## src/hdl/afe_config_pkg.sv

```systemverilog
package afe_config_pkg;
  localparam int          ADDR_W        = 7;
  localparam int          DATA_W        = 8;
  localparam int          CMD_BITS      = 8;
  localparam int          FRAME_BITS    = 16;
  localparam int          CNT_W         = 5;
  localparam int          RW_BIT        = 7;
  localparam logic        RW_WRITE      = 1'b0;
  localparam logic        RW_READ       = 1'b1;

  localparam logic [6:0]  ADDR_REF_RATE = 7'h02;
  localparam logic [6:0]  ADDR_GAIN     = 7'h03;
  localparam logic [6:0]  ADDR_POWER    = 7'h04;

  localparam logic [7:0]  RST_REF_RATE  = 8'h82;
  localparam logic [7:0]  RST_GAIN      = 8'h52;
  localparam logic [7:0]  RST_POWER     = 8'h00;

  localparam logic [7:0]  MASK_REF_RATE = 8'h83;
  localparam logic [7:0]  MASK_GAIN     = 8'h77;
  localparam logic [7:0]  MASK_POWER    = 8'h01;

  localparam int          CML_EN_BIT    = 7;
  localparam int          RATE_LSB      = 0;
  localparam int          RATE_W        = 2;
  localparam int          DGAIN_LSB     = 4;
  localparam int          DGAIN_W       = 3;
  localparam int          AGAIN_LSB     = 0;
  localparam int          AGAIN_W       = 2;
  localparam int          BYPASS_BIT    = 2;
  localparam int          PWR_MODE_BIT  = 0;

  localparam logic [1:0]  RATE_265      = 2'h0;
  localparam logic [1:0]  RATE_530      = 2'h1;
  localparam logic [1:0]  RATE_1057     = 2'h2;
  localparam logic [1:0]  RATE_1326     = 2'h3;
endpackage

```

## src/hdl/reg_access_if.sv

```systemverilog
`timescale 1ns/1ps
interface reg_access_if;
  import afe_config_pkg::*;
  logic              wr_en;
  logic [ADDR_W-1:0] addr;
  logic [DATA_W-1:0] wr_data;
  logic [DATA_W-1:0] rd_data;

  modport frame (output wr_en, output addr, output wr_data, input rd_data);
  modport bank  (input wr_en, input addr, input wr_data, output rd_data);
endinterface

```

## src/hdl/afe_config_register_bank.sv

```systemverilog
`timescale 1ns/1ps
module afe_config_register_bank
  import afe_config_pkg::*;
(
  // Clock and reset.
  input  wire logic                        i_clk,
  input  wire logic                        i_reset_n,
  // Serial port.
  input  wire logic                        i_csb_n,
  input  wire logic                        i_sclk,
  input  wire logic                        i_sdi,
  output logic                             o_sdo,
  output logic                             o_sdo_oe_n,
  // Neighbouring control.
  input  wire logic                        i_lock,
  input  wire logic                        i_soft_reset,
  input  wire logic                        i_start_trigger,
  // Configuration outputs.
  output logic                             o_common_level_output_en,
  output logic [afe_config_pkg::RATE_W-1:0]  o_rate_code,
  output logic [afe_config_pkg::DGAIN_W-1:0] o_digital_gain_code,
  output logic [afe_config_pkg::AGAIN_W-1:0] o_analog_gain_code,
  output logic                             o_gain_bypass,
  output logic                             o_conversion_mode,
  output logic                             o_converting
);
  import afe_config_pkg::*;

  reg_access_if acc ();

  logic [DATA_W-1:0] ref_rate_reg;
  logic [DATA_W-1:0] gain_reg;
  logic [DATA_W-1:0] power_reg;
  logic              armed_reg;
  logic              converting_reg;
  logic              write_ok;

  serial_frame u_frame (
    .i_clk      (i_clk),
    .i_reset_n  (i_reset_n),
    .i_csb_n    (i_csb_n),
    .i_sclk     (i_sclk),
    .i_sdi      (i_sdi),
    .o_sdo      (o_sdo),
    .o_sdo_oe_n (o_sdo_oe_n),
    .acc        (acc.frame)
  );

  assign write_ok = acc.wr_en && !i_lock;

  always_ff @(posedge i_clk or negedge i_reset_n) begin
    if (!i_reset_n) begin
      ref_rate_reg <= RST_REF_RATE;
    end else if (i_soft_reset) begin
      ref_rate_reg <= RST_REF_RATE;
    end else if (write_ok && acc.addr == ADDR_REF_RATE) begin
      ref_rate_reg <= acc.wr_data & MASK_REF_RATE;
    end
  end

  always_ff @(posedge i_clk or negedge i_reset_n) begin
    if (!i_reset_n) begin
      gain_reg <= RST_GAIN;
    end else if (i_soft_reset) begin
      gain_reg <= RST_GAIN;
    end else if (write_ok && acc.addr == ADDR_GAIN) begin
      gain_reg <= acc.wr_data & MASK_GAIN;
    end
  end

  always_ff @(posedge i_clk or negedge i_reset_n) begin
    if (!i_reset_n) begin
      power_reg <= RST_POWER;
    end else if (i_soft_reset) begin
      power_reg <= RST_POWER;
    end else if (write_ok && acc.addr == ADDR_POWER) begin
      power_reg <= acc.wr_data & MASK_POWER;
    end
  end

  // Unmapped addresses read as zero.
  always_comb begin
    unique case (acc.addr)
      ADDR_REF_RATE: acc.rd_data = ref_rate_reg;
      ADDR_GAIN:     acc.rd_data = gain_reg;
      ADDR_POWER:    acc.rd_data = power_reg;
      default:       acc.rd_data = '0;
    endcase
  end

  // The lock must be set while conversion mode is already selected, and
  // only then does a trigger start conversion.
  always_ff @(posedge i_clk or negedge i_reset_n) begin
    if (!i_reset_n) begin
      armed_reg <= 1'b0;
    end else if (!power_reg[PWR_MODE_BIT] || !i_lock || i_soft_reset) begin
      armed_reg <= 1'b0;
    end else begin
      armed_reg <= 1'b1;
    end
  end

  always_ff @(posedge i_clk or negedge i_reset_n) begin
    if (!i_reset_n) begin
      converting_reg <= 1'b0;
    end else if (!power_reg[PWR_MODE_BIT] || !i_lock || i_soft_reset) begin
      converting_reg <= 1'b0;
    end else if (armed_reg && i_start_trigger) begin
      converting_reg <= 1'b1;
    end
  end

  // One gain setting feeds every channel.
  assign o_common_level_output_en = ref_rate_reg[CML_EN_BIT];
  assign o_rate_code = ref_rate_reg[RATE_LSB +: RATE_W];
  assign o_digital_gain_code = gain_reg[DGAIN_LSB +: DGAIN_W];
  assign o_analog_gain_code = gain_reg[AGAIN_LSB +: AGAIN_W];
  assign o_gain_bypass = gain_reg[BYPASS_BIT];
  assign o_conversion_mode = power_reg[PWR_MODE_BIT];
  assign o_converting = converting_reg;
endmodule

```

## src/hdl/serial_frame.sv

```systemverilog
`timescale 1ns/1ps
module serial_frame
  import afe_config_pkg::*;
(
  // Clock and reset.
  input  wire logic       i_clk,
  input  wire logic       i_reset_n,
  // Serial pins.
  input  wire logic       i_csb_n,
  input  wire logic       i_sclk,
  input  wire logic       i_sdi,
  output logic            o_sdo,
  output logic            o_sdo_oe_n,
  // Register side.
  reg_access_if.frame     acc
);
  logic              sclk_reg;
  logic [CNT_W-1:0]  count_reg;
  logic [DATA_W-1:0] shift_in_reg;
  logic [DATA_W-1:0] shift_out_reg;
  logic              is_read_reg;
  logic [ADDR_W-1:0] addr_reg;
  logic              rise;
  logic              fall;

  assign rise = !i_csb_n && i_sclk && !sclk_reg;
  assign fall = !i_csb_n && !i_sclk && sclk_reg;
  assign acc.addr = addr_reg;

  always_ff @(posedge i_clk or negedge i_reset_n) begin
    if (!i_reset_n) begin
      sclk_reg <= 1'b0;
    end else begin
      sclk_reg <= i_sclk;
    end
  end

  // Data is captured on rising edges of the serial clock.
  always_ff @(posedge i_clk or negedge i_reset_n) begin
    if (!i_reset_n) begin
      count_reg    <= '0;
      shift_in_reg <= '0;
    end else if (i_csb_n) begin
      count_reg    <= '0;
    end else if (rise && count_reg < CNT_W'(FRAME_BITS)) begin
      count_reg    <= count_reg + CNT_W'(1);
      shift_in_reg <= {shift_in_reg[DATA_W-2:0], i_sdi};
    end
  end

  // The first byte splits into direction and address.
  always_ff @(posedge i_clk or negedge i_reset_n) begin
    if (!i_reset_n) begin
      is_read_reg <= 1'b0;
      addr_reg    <= '0;
    end else if (rise && count_reg == CNT_W'(CMD_BITS - 1)) begin
      // The direction bit came first, so it now sits one place below the top.
      is_read_reg <= shift_in_reg[RW_BIT-1] == RW_READ;
      addr_reg    <= {shift_in_reg[ADDR_W-2:0], i_sdi};
    end
  end

  // A write completes on the sixteenth rising edge.
  always_ff @(posedge i_clk or negedge i_reset_n) begin
    if (!i_reset_n) begin
      acc.wr_en   <= 1'b0;
      acc.wr_data <= '0;
    end else begin
      acc.wr_en <= rise && count_reg == CNT_W'(FRAME_BITS - 1) &&
                   !is_read_reg;
      if (rise && count_reg == CNT_W'(FRAME_BITS - 1)) begin
        acc.wr_data <= {shift_in_reg[DATA_W-2:0], i_sdi};
      end
    end
  end

  // Read data leaves on falling edges after the command byte.
  always_ff @(posedge i_clk or negedge i_reset_n) begin
    if (!i_reset_n) begin
      shift_out_reg <= '0;
      o_sdo         <= 1'b0;
      o_sdo_oe_n    <= 1'b1;
    end else if (i_csb_n) begin
      o_sdo_oe_n    <= 1'b1;
    end else if (fall && is_read_reg) begin
      if (count_reg == CNT_W'(CMD_BITS)) begin
        shift_out_reg <= {acc.rd_data[DATA_W-2:0], 1'b0};
        o_sdo         <= acc.rd_data[DATA_W-1];
        o_sdo_oe_n    <= 1'b0;
      end else if (count_reg > CNT_W'(CMD_BITS) &&
                   count_reg < CNT_W'(FRAME_BITS)) begin
        shift_out_reg <= {shift_out_reg[DATA_W-2:0], 1'b0};
        o_sdo         <= shift_out_reg[DATA_W-1];
      end else begin
        o_sdo_oe_n    <= 1'b1;
      end
    end
  end
endmodule

```

## config.mk

```make
export PLATFORM = sky130hd
export DESIGN_NAME = afe_config_register_bank
export DESIGN_NICKNAME = d
export VERILOG_FILES = /design/src/hdl/afe_config_pkg.sv /design/src/hdl/reg_access_if.sv /design/src/hdl/afe_config_register_bank.sv /design/src/hdl/serial_frame.sv
export SDC_FILE = /design/constraint.sdc
export NUM_CORES = 1
export LEC_CHECK = 0
export BUFFER_PORTS_ARGS = -buffer_cell sky130_fd_sc_hd__buf_2
export CAP_MARGIN = 40
export CORE_MARGIN = 2
export CORE_UTILIZATION = 30
export CTS_BUF_LIST = sky130_fd_sc_hd__clkbuf_8
export DETAILED_ROUTE_END_ITERATION = 6
export GPL_TIMING_DRIVEN = 0
export SLEW_MARGIN = 20
export SYNTH_ARGS = -nofsm -noshare
export SYNTH_HDL_FRONTEND = slang
export SYNTH_SLANG_ARGS = --single-unit
```

## constraint.sdc

```tcl
create_clock -name i_clk -period 3.93 [get_ports i_clk]
set_input_delay 0.5895 -clock i_clk [delete_from_list [all_inputs] [get_ports i_clk]]
set_output_delay 0.5895 -clock i_clk [all_outputs]
set_load 0.02 [all_outputs]
```

# == After elaboration in Yosys (flattened, before gate mapping) ==
# Index checks and enable logic that the tools add are counted.
# op_classes
n_mux,20
bitwise,1
reduce_logical,33
order_cmp,2
n_eq_ne,7
n_addsub,1
# op_table
op,count
8-bit 2-to-1 mux,8
8-bit one-hot mux with 3 select lines,1
1-bit logical AND,15
7-bit by 2-bit equality test with 1-bit output (second input constant),2
2-bit nonzero test,7
5-bit by 4-bit equality test with 1-bit output (second input constant),2
5-bit 2-to-1 mux,2
1-bit 2-to-1 mux,9
7-bit by 3-bit equality test with 1-bit output (second input constant),1
1-bit logical NOT,6
5-bit by 1-bit adder with 5-bit output (second input constant),1
5-bit by 3-bit equality test with 1-bit output (second input constant),1
5-bit by 4-bit > comparator with 1-bit output (second input constant),1
5-bit less-than comparator (second input constant),1
2-bit AND reduction,2
3-bit by 2-bit inequality test with 1-bit output (second input constant),1
3-bit AND reduction,1
1-bit logical OR,2
1-bit NOT,1
# word_totals
elab_cells,79
in_bits,8
reg_bits,66
out_inout_bits,13

# == Depth between registers and ports, before layout ==
# logic_depth
depth_word,6
mapped_depth,7
depth_no_buf,6

# == Modules after synthesis ==
# A second synthesis with hierarchy kept.
# unflattened
hier_cells,183
hier_area_um2,2386.0
# by_module_without_submodules
module,cells_per_inst,instances,seq_area_each_um2,area_each_um2
serial_frame,116,1,977.2,1694.1
afe_config_register_bank,67,1,306.5,691.9

# == Least setup slack after synthesis ==
# Ideal clock, no wire load.
# synth_path
kind,input to register
startpoint,input i_sclk
endpoint,register u_frame.addr_reg[0] (netlist: u_frame.acc.addr[0])
arrival_ps,1762
cell_stages,6
setup_time_ps,125
path_slack_ps,2043
n_path_buf,2
required_time_ps,3805
cell_sequence,nor3b_4 and2b_1 buf_6 and4b_1 buf_6 mux2_2
# synth_between
elab_chain_cells,3
# synth_rtl
element,line_no,source
"start, declared",afe_config_register_bank.sv:10,"input wire logic i_sclk,"
1-bit logical AND (2 in series),serial_frame.sv:26,assign rise = !i_csb_n && i_sclk && !sclk_reg;
1-bit logical AND,serial_frame.sv:56,end else if (rise && count_reg == CNT_W'(CMD_BITS - 1)) begin
"end signal, assigned",serial_frame.sv:59,"addr_reg <= {shift_in_reg[ADDR_W-2:0], i_sdi};"
"end, declared",serial_frame.sv:22,logic [ADDR_W-1:0] addr_reg;
# No other way between the ends.
# A chain may end at the register's enable or synchronous reset.

# == Worst setup path in the final report ==
# layout_path
startpoint,register u_frame.count_reg[3]
endpoint,register u_frame.acc.wr_data[5]
# layout_between
elab_chain_cells,2
# layout_rtl
element,line_no,source
"start, declared",serial_frame.sv:18,logic [CNT_W-1:0] count_reg;
"start signal, assigned",serial_frame.sv:46,count_reg <= count_reg + CNT_W'(1);
5-bit by 4-bit equality test with 1-bit output,serial_frame.sv:71,if (rise && count_reg == CNT_W'(FRAME_BITS - 1)) begin
1-bit logical AND,serial_frame.sv:71,
"end signal, assigned",serial_frame.sv:72,"acc.wr_data <= {shift_in_reg[DATA_W-2:0], i_sdi};"
"end, declared",reg_access_if.sv:9,"modport frame (output wr_en, output addr, output wr_data, input rd_data);"
# No other way between the ends.

==> impl_metrics.ini <==
[timing]
grt_setup_unrepaired = no
worst_slew_pin_slew_ps = 620.4
fin_crit_ps = 2192
slew_headroom_pct = 58.64
final.setup.tns_ps = 0
fin_skew_ps = 14.89
fmax_mhz = 456.2
setup_ws_ps = 1738
final_max_slew_viol_count = 0
finalSetupViolations = 0
hold_violations = 0
period_share_pct = 55.78

[pwr]
leakagePower_nw = 1.179
p_sw_w = 0.0002366
swShare_pct = 24.62
power_frac_clock_pct = 33.3
p_comb_share_pct = 6.8
intPower_w = 0.0007243
seqPwrFrac_pct = 59.8
power.density_nw_per_um2 = 378.1
total_power_w = 0.0009609
vdd_ir_drop_max_uv = 137.9

[die]
die_area_um2 = 8120
core_um2 = 7214
die_w_um = 90.11
fp.dieH_um = 90.11
ios = 21
start_util_pct = 30.84
rows = 31

[synthesis]
synthCells = 185
synth_top_cell_area_share_pct = 49.49
seq_area_frac_synth_pct = 56.58
yosysMostFrequentCell = dfrtp_1
synth_commonest_cells = 44 x dfrtp_1, 23 x mux2_2, 18 x nor2_1
yosysUniqueCellTypes = 37
synth_edf_count = 0
synth_warnings = 0
async_flop_share_pct = 100.0
synthTopCellsByArea = dfrtp_1 49%, mux2_2 12%, dfstp_2 7.1%
syn_avg_cell_area_um2 = 12.03
ys_seq_elements = 50
syn-num-nets = 196
netlist_area_um2 = 2225
synth_ff_type = dfrtp_1
synth.largest_area_cell = dfrtp_1

[critical_path]
endpoint_kind = flip-flop
crit_slowest_cell = clkbuf_1
path_cells = clkbuf_1 > and3_1 > ha_1 > nor4bb_1 > clkbuf_1 > mux2_2
cpMostUsedCell = clkbuf_1
critPathRequiredTime_ps = 4110
crit_arrival_ps = 2380
critical_path_class = flip-flop to flip-flop
path_max_fanout = 9
max_stage_delay_ps = 390
crit_path_start_kind = flip-flop

[placed_design]
place_hpwl_um = 2947
pre_cts_ws_ps = 1733
io_buffers = 18
gp_congestion = 0.7689

[clock_tree]
clkSinkCount = 50
cts_tree = yes
cts-resized-gates = 0
clock_latency_ps = 310
htreeDepth = 2
cts_buffer_depth = 2
cts_root_buf = clkbuf_8
cts_setup_buffers = 0
cts-buffers-inserted = 5
clkTransAtPathRegs_ps = 100
holdBufCountCts = 0

[job]
drv_cap = 0

[routing]
avgRoutedWirePerCell_um = 13.67
drc = 0
route.layer.met1.wl_um = 2042
detail_route.first_pass.iterations = 4
wl_met3_um = 183
wl_um = 4238
vias = 1474
viasPerCell = 4.755
drt.antenna.violating_nets = 0
top_layer = met4
drtIter0Drc = 52
wl_met2_um = 1888

[global_routing]
grt_usage_pct = 11.14
antenna_found_initial = 0
grt_pass1_wl_um = 7258
grt_pass1_vias = 1440
grt_max_degree = 51
grt_overflow_total = 0

[cells_and_area]
fin_nets = 221
final.fill_count = 746
syn_to_final_growth_pct = 14.23
final_util_pct = 35.22
regArea_um2 = 1259
antenna_cells = 0
multi_input_area_um2 = 890.9
drive_gt1_share_pct = 30.81

[min_path]
hp-class = input pin to async pin

[status]
run_status = finished, final reports clean
## cells in the final DEF, fill, tap and decap left out, types with 3 or more instances in the layout
cell        n
nor2_1     18
nand3_1     3
nand2_1     9
clkbuf_1    7
a21oi_1    13
mux2_2     23
o21ai_0     4
mux2i_1     6
dfstp_2     6
inv_1       3
nand4b_1    3
clkbuf_8    6
nor2b_1     3
nor3_1      7
buf_2      20
ha_1        3
dfrtp_1    44
o2bb2ai_1   4
a31oi_1     4
## power groups by stage
stage,logic (W),registers [W],clock network [W]
finish,0.0000656,0.000575,0.000320
global route,0.0000731,0.000581,0.000355
CTS,0.0000677,0.000576,0.000336
detailed placement,0.0000675,0.000586,0
global placement,0.0000654,0.000585,0
floorplan,0.0000449,0.000575,0
## layout make-up
type | count | area share (%)
Clock inverter | 2 | 0.6893
Clock buffer | 6 | 3.250
Buffer | 12 | 2.511
Multi-Input combinational cell | 120 | 35.06
Timing Repair Buffer | 18 | 3.644
Sequential cell | 50 | 49.53
Tap cell | 99 | 4.874
Inverter | 3 | 0.4431
## final timing paths
kind                                      startpoint                  endpoint  slack (ps)  cells past startpoint
worst max-delay path            u_frame.count_reg[3]    u_frame.acc.wr_data[5]        1740                      6
worst min-delay path                       i_reset_n  u_frame.shift_out_reg[3]         290                      1
worst max register to register  u_frame.count_reg[3]    u_frame.acc.wr_data[5]        1740                      6
worst min register to register    u_frame.o_sdo_oe_n        u_frame.o_sdo_oe_n         480                      2
max in group asynchronous                  i_reset_n    u_frame.acc.wr_data[4]        3220                      1
min in group i_clk                            i_sclk          u_frame.sclk_reg         470                      1
## layer usage
metal | track usage, % | vias to the layer above
met2 | 16.23 | 33
met1 | 14.88 | 720
met5 | 0 | -
li1 | - | 710
met3 | 3.437 | 11
met4 | 5.769 | 0
## worst max-delay path: cells and delay by family, from the launching register on
family	cells	cell delay, ps
buffers and inverters	2	740
AND/OR/NAND/NOR	2	490
multiplexers	1	390
flip-flops	1	330
adder cells (fa/ha/maj)	1	130
## per-stage QoR
step,hold slack (ps),instances,area (µm²)
global placement,460.0,302,2439
finish,291.2,310,2541
CTS,314.8,310,2541
floorplan,293.9,185,2225
global route,346.8,310,2541
detailed placement,464.5,302,2441
## cell families after synthesis
| kind of cell | share of synthesized area [%] |
|---|---|
| AOI/OAI and AO/OA | 8.380 |
| DFF | 56.58 |
| muxes | 14.34 |
| buffers and inverters | 3.374 |
| xor gates and xnor gates | 1.181 |
| adders and majority gates | 1.687 |
| and+or+nand+nor | 14.45 |
No activity file was read; power rests on OpenSTA's default activity.
